===== src/fir_pkg.sv =====
// Purpose: Shared types and constants for the flash identifier readout host
// Assumes: 200 MHz core clock, parallel NOR flash with 64 uniform sectors
// Notes:   Wait times are host-side margins, not device limits
package fir_pkg;

  // Clock and wait times (ns), cycle counts round up
  localparam int CLK_PERIOD_NS = 5;
  localparam int SETUP_NS      = 20;
  localparam int ACCESS_NS     = 100;
  localparam int WE_PULSE_NS   = 50;
  localparam int RECOVER_NS    = 20;
  localparam int TMR_W         = 8;
  localparam logic [TMR_W-1:0] SETUP_CYC =
    TMR_W'((SETUP_NS + CLK_PERIOD_NS - 1) / CLK_PERIOD_NS);
  localparam logic [TMR_W-1:0] ACCESS_CYC =
    TMR_W'((ACCESS_NS + CLK_PERIOD_NS - 1) / CLK_PERIOD_NS);
  localparam logic [TMR_W-1:0] WE_PULSE_CYC =
    TMR_W'((WE_PULSE_NS + CLK_PERIOD_NS - 1) / CLK_PERIOD_NS);
  localparam logic [TMR_W-1:0] RECOVER_CYC =
    TMR_W'((RECOVER_NS + CLK_PERIOD_NS - 1) / CLK_PERIOD_NS);

  // Address pin positions
  localparam int ADDR_W   = 21;
  localparam int SECT_LSB = 15;
  localparam int SECT_MSB = 20;
  localparam int IGN_HI_MSB = 14;
  localparam int IGN_HI_LSB = 10;
  localparam int A9_BIT   = 9;
  localparam int A8_BIT   = 8;
  localparam int A7_BIT   = 7;
  localparam int A6_BIT   = 6;
  localparam int A5_BIT   = 5;
  localparam int A4_BIT   = 4;
  localparam int A3_BIT   = 3;
  localparam int A2_BIT   = 2;
  localparam int A1_BIT   = 1;
  localparam int A0_BIT   = 0;

  // Indicator byte fields
  localparam int LOCK_BIT    = 7;
  localparam int WP_HIGH_BIT = 4;
  localparam int PROT_BIT    = 0;

  // Read kinds requested by the user
  typedef enum logic [2:0] {
    FIR_K_ARRAY = 3'h0,
    FIR_K_MANUF = 3'h1,
    FIR_K_DEV1  = 3'h2,
    FIR_K_DEV2  = 3'h3,
    FIR_K_DEV3  = 3'h4,
    FIR_K_PROT  = 3'h5,
    FIR_K_IND   = 3'h6
  } fir_kind_e;

  // Select code {A3=A2, A1, A0} per kind
  localparam logic [2:0] CODE_MANUF = 3'h0;
  localparam logic [2:0] CODE_DEV1  = 3'h1;
  localparam logic [2:0] CODE_DEV2  = 3'h6;
  localparam logic [2:0] CODE_DEV3  = 3'h7;
  localparam logic [2:0] CODE_PROT  = 3'h2;
  localparam logic [2:0] CODE_IND   = 3'h3;

  function automatic logic [2:0] fir_code(input fir_kind_e k);
    unique case (k)
      FIR_K_MANUF: fir_code = CODE_MANUF;
      FIR_K_DEV1:  fir_code = CODE_DEV1;
      FIR_K_DEV2:  fir_code = CODE_DEV2;
      FIR_K_DEV3:  fir_code = CODE_DEV3;
      FIR_K_PROT:  fir_code = CODE_PROT;
      FIR_K_IND:   fir_code = CODE_IND;
      default:     fir_code = CODE_MANUF;
    endcase
  endfunction : fir_code

  // User request
  typedef struct packed {
    fir_kind_e         kind;
    logic [5:0]        sector_number;
    logic [ADDR_W:0]   byte_addr;
    logic              use_cmd;
    logic              word_mode;
  } fir_req_s;

  // Result of one read
  typedef struct packed {
    logic [15:0] data;
    logic        is_protected;
    logic        locked;
    logic        wp_high;
  } fir_rsp_s;

  // Flash pin drive
  typedef struct packed {
    logic [ADDR_W-1:0] addr;
    logic              amin1;
    logic              ce_n;
    logic              oe_n;
    logic              we_n;
    logic              byte_n;
    logic              elevated_id_voltage;
    logic [15:0]       dq_out;
    logic              dq_oe_n;
  } fir_pins_s;

  localparam fir_pins_s PINS_IDLE = '{addr: '0, amin1: 1'b0, ce_n: 1'b1,
    oe_n: 1'b1, we_n: 1'b1, byte_n: 1'b1, elevated_id_voltage: 1'b0,
    dq_out: 16'h0000, dq_oe_n: 1'b1};

endpackage : fir_pkg


===== src/fir_wait_timer.sv =====
// Purpose: Down counter giving a one-cycle done pulse after a loaded count
// Assumes: Count of at least one
// Notes:   A new load restarts the count
`timescale 1ns/1ps
`default_nettype none
module fir_wait_timer
  import fir_pkg::*;
(
  // Clock and reset
  input  wire logic             i_core_clk,
  input  wire logic             i_rst,
  // Control
  input  wire logic             i_load,
  input  wire logic [TMR_W-1:0] i_count,
  // Status
  output logic                  o_done
);

  typedef struct packed {
    logic [TMR_W-1:0] cnt;
    logic             busy;
  } fir_tmr_s;

  fir_tmr_s tmr_ff;
  fir_tmr_s nxt_tmr;

  // Count down while busy
  always_comb begin
    nxt_tmr = tmr_ff;
    if (i_load) begin
      nxt_tmr.cnt  = i_count;
      nxt_tmr.busy = 1'b1;
    end else if (tmr_ff.busy) begin
      nxt_tmr.cnt  = tmr_ff.cnt - TMR_W'(1);
      nxt_tmr.busy = (tmr_ff.cnt != TMR_W'(1));
    end
  end

  always_ff @(posedge i_core_clk) begin
    if (i_rst) begin
      tmr_ff <= '0;
    end else begin
      tmr_ff <= nxt_tmr;
    end
  end

  // Done from state only, so a reload on done forms no loop
  assign o_done = tmr_ff.busy && (tmr_ff.cnt == TMR_W'(1));

endmodule : fir_wait_timer
`default_nettype wire


===== src/fir_host.sv =====
// Purpose: Host that reads identifier codes, protection and indicator bytes
// Assumes: One request at a time, flash pins driven directly
// Notes:   Command method issues one write of a chosen command word
//
// What this block does
// [RULE1] Byte mode uses A-1; word mode A0 lsb
// [RULE2] Identifier codes read on low data byte in byte mode, whole word in word mode
// [RULE3] Hold elevated voltage on A9 whole read
// [RULE4] Command method enters autoselect without high voltage
// [RULE5] CE low, OE low, WE high, A6 low
// [RULE6] Code 000 selects manufacturer identification
// [RULE7] Device code cycles 001, 110, 111
// [RULE8] Sector on A20-A15, code 010, protected flag
// [RULE9] Indicator 98h/18h when top sector guarded
// [RULE10] Indicator 88h/08h bottom guarded; bit7 lock
// [RULE11] Ignored address bits and upper byte
// [RULE12] Levels settle before data is sampled
// [RULE13] Otherwise read normal array contents
`timescale 1ns/1ps
`default_nettype none
module fir_host
  import fir_pkg::*;
#(
  parameter logic [ADDR_W-1:0] P_CMD_ADDR   = 21'h000000,
  parameter logic [15:0]       P_ENTER_DATA = 16'h0001,
  parameter logic [15:0]       P_EXIT_DATA  = 16'h0002
) (
  // Clock and reset
  input  wire logic        i_core_clk,
  input  wire logic        i_rst,
  // User request
  input  wire logic        i_req_valid,
  input  wire fir_req_s    i_req,
  output logic             o_req_ready,
  // User result
  output logic             o_rsp_valid,
  output fir_rsp_s         o_rsp,
  // Flash pins
  output fir_pins_s        o_pins,
  input  wire logic [15:0] i_dq
);

  typedef enum logic [6:0] {
    ST_IDLE  = 7'b0000001,
    ST_CMDW  = 7'b0000010,
    ST_CMDR  = 7'b0000100,
    ST_SETUP = 7'b0001000,
    ST_READ  = 7'b0010000,
    ST_CAPT  = 7'b0100000,
    ST_DONE  = 7'b1000000
  } fir_state_e;

  typedef struct packed {
    fir_state_e        state;
    fir_req_s          req;
    fir_rsp_s          rsp;
    fir_pins_s         pins;
    logic [2:0][15:0]  sync;
    logic              rsp_valid;
  } fir_host_s;

  fir_host_s        st_ff;
  fir_host_s        nxt_st;
  logic             tmr_load;
  logic [TMR_W-1:0] tmr_count;
  logic             tmr_done;
  logic             lo_only;
  logic [15:0]      byte_mask;

  fir_wait_timer u_timer (
    .i_core_clk (i_core_clk),
    .i_rst      (i_rst),
    .i_load     (tmr_load),
    .i_count    (tmr_count),
    .o_done     (tmr_done)
  );

  // Only the low byte carries a code in byte mode and for flag reads
  assign lo_only   = !st_ff.req.word_mode || st_ff.req.kind == FIR_K_PROT ||
                     st_ff.req.kind == FIR_K_IND;  // RULE11
  assign byte_mask = lo_only ? 16'h00FF : 16'hFFFF;

  // Read address for a request
  function automatic logic [ADDR_W-1:0] read_addr(input fir_req_s r);
    logic [ADDR_W-1:0] a;
    logic [2:0]        c;
    a = '0;
    c = fir_code(r.kind);
    if (r.kind == FIR_K_ARRAY) begin
      a = r.byte_addr[ADDR_W:1];                      // RULE1
    end else begin
      // Ignored bits left low, A6 low
      if (r.kind == FIR_K_PROT) begin
        a[SECT_MSB:SECT_LSB] = r.sector_number;       // RULE8
      end
      a[A3_BIT] = c[2];                               // RULE6
      a[A2_BIT] = c[2];                               // RULE7
      a[A1_BIT] = c[1];
      a[A0_BIT] = c[0];
    end
    read_addr = a;
  endfunction : read_addr

  // Next state
  always_comb begin
    nxt_st    = st_ff;
    tmr_load  = 1'b0;
    tmr_count = SETUP_CYC;
    nxt_st.rsp_valid = 1'b0;
    nxt_st.sync = {st_ff.sync[1:0], i_dq};
    unique case (st_ff.state)
      ST_IDLE: begin
        if (i_req_valid) begin
          nxt_st.req         = i_req;
          nxt_st.pins.ce_n   = 1'b0;                  // RULE5
          nxt_st.pins.byte_n = i_req.word_mode;       // RULE1
          tmr_load = 1'b1;
          if (i_req.use_cmd) begin
            // One command write: enter or leave autoselect
            nxt_st.pins.addr    = P_CMD_ADDR;
            nxt_st.pins.dq_out  = (i_req.kind == FIR_K_ARRAY) ?
                                  P_EXIT_DATA : P_ENTER_DATA;  // RULE4
            nxt_st.pins.dq_oe_n = 1'b0;
            nxt_st.pins.we_n    = 1'b0;
            tmr_count    = WE_PULSE_CYC;
            nxt_st.state = ST_CMDW;
          end else begin
            nxt_st.pins.addr  = read_addr(i_req);
            nxt_st.pins.amin1 = i_req.byte_addr[0] & ~i_req.word_mode;  // RULE1
            nxt_st.pins.elevated_id_voltage = (i_req.kind != FIR_K_ARRAY); // RULE3
            nxt_st.state = ST_SETUP;
          end
        end
      end
      ST_CMDW: begin
        if (tmr_done) begin
          nxt_st.pins.we_n = 1'b1;
          tmr_load     = 1'b1;
          tmr_count    = RECOVER_CYC;
          nxt_st.state = ST_CMDR;
        end
      end
      ST_CMDR: begin
        if (tmr_done) begin
          nxt_st.pins.dq_oe_n = 1'b1;
          nxt_st.pins.addr    = read_addr(st_ff.req);
          nxt_st.pins.amin1   = st_ff.req.byte_addr[0] & ~st_ff.req.word_mode;
          tmr_load     = 1'b1;
          nxt_st.state = ST_SETUP;
        end
      end
      ST_SETUP: begin
        // Address and voltage settle before output enable
        if (tmr_done) begin                           // RULE12
          nxt_st.pins.oe_n = 1'b0;                    // RULE5
          tmr_load     = 1'b1;
          tmr_count    = ACCESS_CYC;
          nxt_st.state = ST_READ;
        end
      end
      ST_READ: begin
        if (tmr_done) begin
          nxt_st.state = ST_CAPT;
        end
      end
      ST_CAPT: begin
        // Take data once two synchroniser stages agree
        // Released upper lines float, so only the used lanes must agree
        if ((st_ff.sync[1] & byte_mask) == (st_ff.sync[2] & byte_mask)) begin
          nxt_st.rsp = '0;
          nxt_st.rsp.data = st_ff.sync[2] & byte_mask;  // RULE2 RULE11
          if (st_ff.req.kind == FIR_K_PROT) begin
            nxt_st.rsp.is_protected = st_ff.sync[2][PROT_BIT];  // RULE8
          end
          if (st_ff.req.kind == FIR_K_IND) begin
            nxt_st.rsp.locked  = st_ff.sync[2][LOCK_BIT];       // RULE10
            nxt_st.rsp.wp_high = st_ff.sync[2][WP_HIGH_BIT];    // RULE9
          end
          nxt_st.pins.oe_n = 1'b1;
          nxt_st.state     = ST_DONE;
        end
      end
      ST_DONE: begin
        nxt_st.pins      = PINS_IDLE;
        nxt_st.rsp_valid = 1'b1;
        nxt_st.state     = ST_IDLE;
      end
      default: begin
        nxt_st.pins  = PINS_IDLE;
        nxt_st.state = ST_IDLE;
      end
    endcase
  end

  // State register
  always_ff @(posedge i_core_clk) begin
    if (i_rst) begin
      st_ff       <= '0;
      st_ff.state <= ST_IDLE;
      st_ff.pins  <= PINS_IDLE;
    end else begin
      st_ff <= nxt_st;
    end
  end

  assign o_req_ready = (st_ff.state == ST_IDLE);
  assign o_rsp_valid = st_ff.rsp_valid;
  assign o_rsp       = st_ff.rsp;
  assign o_pins      = st_ff.pins;

  // Autoselect read by high voltage in progress
  logic hv_read;
  assign hv_read = !st_ff.pins.oe_n && st_ff.req.kind != FIR_K_ARRAY && !st_ff.req.use_cmd;

  AST_HV_HELD: assert property (@(posedge i_core_clk) disable iff (i_rst) // RULE3
    hv_read |-> st_ff.pins.elevated_id_voltage)
    else $error("A9 voltage dropped during read");

  AST_CMD_NO_HV: assert property (@(posedge i_core_clk) disable iff (i_rst) // RULE4
    st_ff.req.use_cmd && st_ff.state != ST_IDLE |-> !st_ff.pins.elevated_id_voltage)
    else $error("High voltage used with command method");

  AST_CTRL_LEVELS: assert property (@(posedge i_core_clk) disable iff (i_rst) // RULE5
    !st_ff.pins.oe_n |-> !st_ff.pins.ce_n && st_ff.pins.we_n && st_ff.pins.dq_oe_n)
    else $error("Bad control levels during read");

  AST_MANUF_CODE: assert property (@(posedge i_core_clk) disable iff (i_rst) // RULE6
    !st_ff.pins.oe_n && st_ff.req.kind == FIR_K_MANUF
      |-> st_ff.pins.addr[A3_BIT:A0_BIT] == 4'h0 && !st_ff.pins.addr[A6_BIT])
    else $error("Manufacturer code address wrong");

  AST_DEV_CODE: assert property (@(posedge i_core_clk) disable iff (i_rst) // RULE7
    !st_ff.pins.oe_n && st_ff.req.kind == FIR_K_DEV2
      |-> st_ff.pins.addr[A3_BIT:A0_BIT] == 4'hE)
    else $error("Device cycle 2 address wrong");

  AST_SECTOR: assert property (@(posedge i_core_clk) disable iff (i_rst) // RULE8
    !st_ff.pins.oe_n && st_ff.req.kind == FIR_K_PROT
      |-> st_ff.pins.addr[SECT_MSB:SECT_LSB] == st_ff.req.sector_number
       && st_ff.pins.addr[A3_BIT:A0_BIT] == 4'h2)
    else $error("Protection read address wrong");

  AST_IGNORED_LOW: assert property (@(posedge i_core_clk) disable iff (i_rst) // RULE11
    !st_ff.pins.oe_n && st_ff.req.kind != FIR_K_ARRAY
      |-> st_ff.pins.addr[IGN_HI_MSB:IGN_HI_LSB] == 5'h00
       && st_ff.pins.addr[A9_BIT:A7_BIT] == 3'h0 && st_ff.pins.addr[A5_BIT:A4_BIT] == 2'h0)
    else $error("Ignored address bits not low");

  AST_SETTLE: assert property (@(posedge i_core_clk) disable iff (i_rst) // RULE12
    $fell(st_ff.pins.oe_n) |-> $stable(st_ff.pins.addr) && $past(st_ff.state == ST_SETUP))
    else $error("Output enable before settling");

  AST_IND_FLAGS: assert property (@(posedge i_core_clk) disable iff (i_rst) // RULE10
    st_ff.rsp_valid && st_ff.req.kind == FIR_K_IND
      |-> st_ff.rsp.locked == st_ff.rsp.data[LOCK_BIT]
       && st_ff.rsp.wp_high == st_ff.rsp.data[WP_HIGH_BIT])
    else $error("Indicator flags mismatch");

  AST_ARRAY_ADDR: assert property (@(posedge i_core_clk) disable iff (i_rst) // RULE13
    !st_ff.pins.oe_n && st_ff.req.kind == FIR_K_ARRAY
      |-> st_ff.pins.addr == st_ff.req.byte_addr[ADDR_W:1] && !st_ff.pins.elevated_id_voltage)
    else $error("Array read address wrong");

endmodule : fir_host
`default_nettype wire


===== config.mk =====
export PLATFORM = sky130hd
export DESIGN_NAME = fir_host
export DESIGN_NICKNAME = d
export VERILOG_FILES = /design/src/fir_pkg.sv /design/src/fir_wait_timer.sv /design/src/fir_host.sv
export SDC_FILE = /design/constraint.sdc
export NUM_CORES = 1
export LEC_CHECK = 0
export BUFFER_PORTS_ARGS = -buffer_cell sky130_fd_sc_hd__buf_2
export CELL_PAD_IN_SITES_DETAIL_PLACEMENT = 0
export CELL_PAD_IN_SITES_GLOBAL_PLACEMENT = 1
export CORE_UTILIZATION = 45
export CTS_CLUSTER_SIZE = 28
export DETAILED_ROUTE_END_ITERATION = 6
export HOLD_SLACK_MARGIN = 0.1
export PLACE_DENSITY = 0.85
export SETUP_SLACK_MARGIN = 0.05
export SLEW_MARGIN = 20
export SYNTH_ARGS = -nofsm -noshare
export SYNTH_HDL_FRONTEND = slang
export SYNTH_SLANG_ARGS = --single-unit

===== constraint.sdc =====
create_clock -name i_core_clk -period 5.35 [get_ports i_core_clk]
set_input_delay 0.535 -clock i_core_clk [delete_from_list [all_inputs] [get_ports i_core_clk]]
set_output_delay 0.535 -clock i_core_clk [all_outputs]
set_load 0.02 [all_outputs]

==> impl_metrics.csv <==
group,metric,value,unit
status,run_status,"completed",
setup_path,crit_path_cell_trace,"xor2_1 > a21oi_2 > a21boi_1 > or3_1 > mux2i_1 > nor2_1",
sta,clock.fmax,0.3872,GHz
run,max_cap_violations,0,
setup_path,maximum_fanout_encountered_on_the_critical_timing_path,19,
finish,multi_input_area,2859,sq um
synth,asr_flop_ratio_synth,0,%
grt,grt_start_max_net_pins,81,
setup_path,setup.worst_path.class,"reg -> reg",
floorplanning,num_io_pins,117,
grt,via_count_of_the_first_global_routing_pass,4526,
clock_tree,cts_max_path_buffers,2,
clock_tree,cts_buffers,17,
synth,number_of_enable_flip_flop_cells_after_synthesis,0,
clock_tree,cts_post_setup_buffers_inserted,0,
clock_tree,clk_transition_reported_paths,0.06,ns
synth,synth_top_flop_cell,"dfxtp_1",
drt,wire_per_inst,14.51,microns
sta,worst_slew_pin_slew,1.045,ns
setup_path,rr_startpoint,"st_ff[143]",
clock_tree,post_cts.resized_instances,0,
sta,slew_violations,0,
clock_tree,clkSinkCount,146,
sta,grt_setup_unrepaired,"no",
min_path,hp-start,"i_dq[4]",
synth,netlist_top_cells_area,"dfxtp_1 (45%), buf_4 (8.0%), nand2_1 (5.4%), nor2b_1 (5.0%), a21oi_1 (3.7%)",
clock_tree,clock_tree.root_cell,"clkbuf_16",
synth,yosys_reg_bits,146,
setup_path,critPathSlowestCell,"or3_1",
finish,sequential_cell_area,2923,sq um
grt,grt.total_usage,18.95,%
drt,dr_total_vias,4881,
setup_path,critPathLaunch,"st_ff[143]",
sta,max-slew-margin-rel,30.31,%
floorplanning,die_height,121.8,microns
floorplanning,fp.dieW,121.8,microns
sta,fin_crit,2.583,ns
drt,routed_via_density,5.198,
synth,synth_cell_types,65,
setup_path,critical_path_arrival,2.86,ns
synth,synthDominantCellAreaShare,45.25,%
floorplanning,floorplan.initialDensity,46.35,%
setup_path,type_of_element_capturing_the_critical_path,"flop",
synth,yosysWarnings,0,
placement,finalWeightedCongestion,0.7824,
synth,mappedNetlistArea,6459,sq um
finish,layout_commonest_cell,"dfxtp_1",
grt,overflow,0,
floorplanning,std_cell_rows,43,
synth,post_synth_inst_count,714,
finish,nNetsFinal,801,
sta,final_hold_fails,0,
sta,setup_viol,0,
sta,finalCritPeriodShare,48.28,%
finish,number_of_antenna_repair_diodes,0,
sta,worst_case_clock_skew,0.01191,ns
min_path,holdCritPathClass,"in -> reg",
clock_tree,cts_hold_buffers,0,
floorplanning,die_area,14840,sq um
finish,layout-drive-gt1-share,22.13,%
finish,mostFrequentLayoutCells,"dfxtp_1 (146), buf_2 (101), nand2_1 (93), nor2b_1 (52), nor2_1 (49)",
drt,drt_pass1_iterations,6,
grt,first_pass_grt_wire_length,21760,microns
setup_path,cpLargestDelayFamily,"simple AND/OR/NAND/NOR gates",
placement,hpwlAfterDp,9378,microns
drt,drc,0,
clock_tree,clk_latency,0.43,ns
grt,grt_antenna_before_repair,0,
power,static-leakage-power,3.150,nW
finish,growth_of_design_area_from_synthesis_to_finish,11.00,%
setup_path,critical_path_startpoint_category,"flop",
drt,drt_iter0_drc,408,
placement,placement.io_buffers,102,
placement,detailed_place.area,6588,sq um
clock_tree,clock_tree_from_tritoncts,"done",
finish,final_area,7169,sq um
floorplanning,fp.coreArea,13930,sq um
setup_path,critPathMaxStageDelay,0.85,ns
synth,leading_area_contributor_after_synthesis,"dfxtp_1",
power,worst_ir_drop_vdd,0.0002354,V
drt,final_antenna_net_count,0,
setup_path,path_buf_inv,0,
setup_path,critPathRequiredTime,5.62,ns
sta,finalSetupTns,0,ns
finish,fillCellCount,1318,
synth,sequential_fraction_of_the_synthesis_area,45.25,%
drt,post_detailed_routing_wire_length,13630,microns
clock_tree,cts_max_level,4,
power,cell_area_power_density,446.5,nW/um^2
synth,synth_area_per_cell,9.046,sq um
path summary, 6_finish.rpt:
check	cells after the start	endpoint	slack [ns]
max	6	o_rsp[13]	2.77
min	2	nxt_st[21]	0.31
max reg2reg	6	o_rsp[13]	2.77
min reg2reg	1	nxt_st[47]	0.43
flip-flops by register name (all words and copies together), names as in the netlist:
name and cells:
nxt_st 32, o_rsp 19, o_rsp_valid 1, st_ff 55
o_pins 30, u_timer.tmr_ff 9
cell type report:
cell class | count | share of cell area [%]
clock buffer | 17 | 5.934
clock inverter | 14 | 2.181
tap | 180 | 3.141
timing repair buffer | 107 | 7.679
inverter | 8 | 0.4188
multi-input combinational | 467 | 39.88
sequential | 146 | 40.77
synthesized netlist by cell type (2+ instances only):
master and instances:
a211oi_1 2, a211oi_2 9, a21oi_1 48, a221o_1 3
a22o_1 12, a22oi_1 20, a31oi_1 2, a32oi_1 2
and2_1 10, and3_1 5, buf_2 6, buf_4 69
buf_6 5, clkbuf_1 25, dfxtp_1 146, ha_1 2
inv_1 7, mux2i_1 19, nand2_1 93, nand3_1 8
nand4_1 3, nand4b_1 2, nor2_1 49, nor2b_1 52
nor3_1 16, nor3b_1 3, nor4_1 8, nor4_4 3
o211ai_1 2, o21ai_0 23, or2_2 2, or3_1 2
or4_4 2, xor2_1 23
kinds of logic (layout without fill, tap and decap cells):
| kind of cell | count (synthesis) | after routing | share of synthesized area [%] |
|---|---|---|---|
| DFF | 146 | 146 | 45.25 |
| and+or+nand+nor | 271 | 271 | 21.83 |
| xor gates and xnor gates | 24 | 24 | 3.255 |
| adders and majority gates | 2 | 2 | 0.3874 |
| AOI/OAI and AO/OA | 137 | 137 | 14.94 |
| buffers and inverters | 114 | 146 | 11.33 |
| other | 1 | 14 | 0.05806 |
| muxes | 19 | 19 | 2.945 |
metrics by stage:
stage	power (mW)	util [%]	cells	setup slack, ns	hold slack (ns)
2_1_floorplan	1.945	-	727	3.459	0.4138
3_3_place_gp	2.029	47.27	908	2.876	0.4221
3_5_place_dp	2.050	47.27	908	2.793	0.4220
4_1_cts	3.225	51.45	939	2.772	0.2998
5_1_grt	3.371	51.45	939	2.556	0.3030
6_report	3.201	51.45	939	2.767	0.3072
routing by layer:
layer,GRT usage (%),part of all wire [%]
met5,0,0
met4,8.642,1.6
met3,5.290,5.7
met2,30.01,48
met1,23.82,45
power by group:
part           internal [mW]  total (mW)  leakage (nW)  switching [mW]
logic                  0.271       0.727          1.67           0.455
clock network          0.662        1.17         0.289           0.510
registers               1.20        1.30          1.19          0.0981
Note: power is estimated with default switching activity, not from simulation.
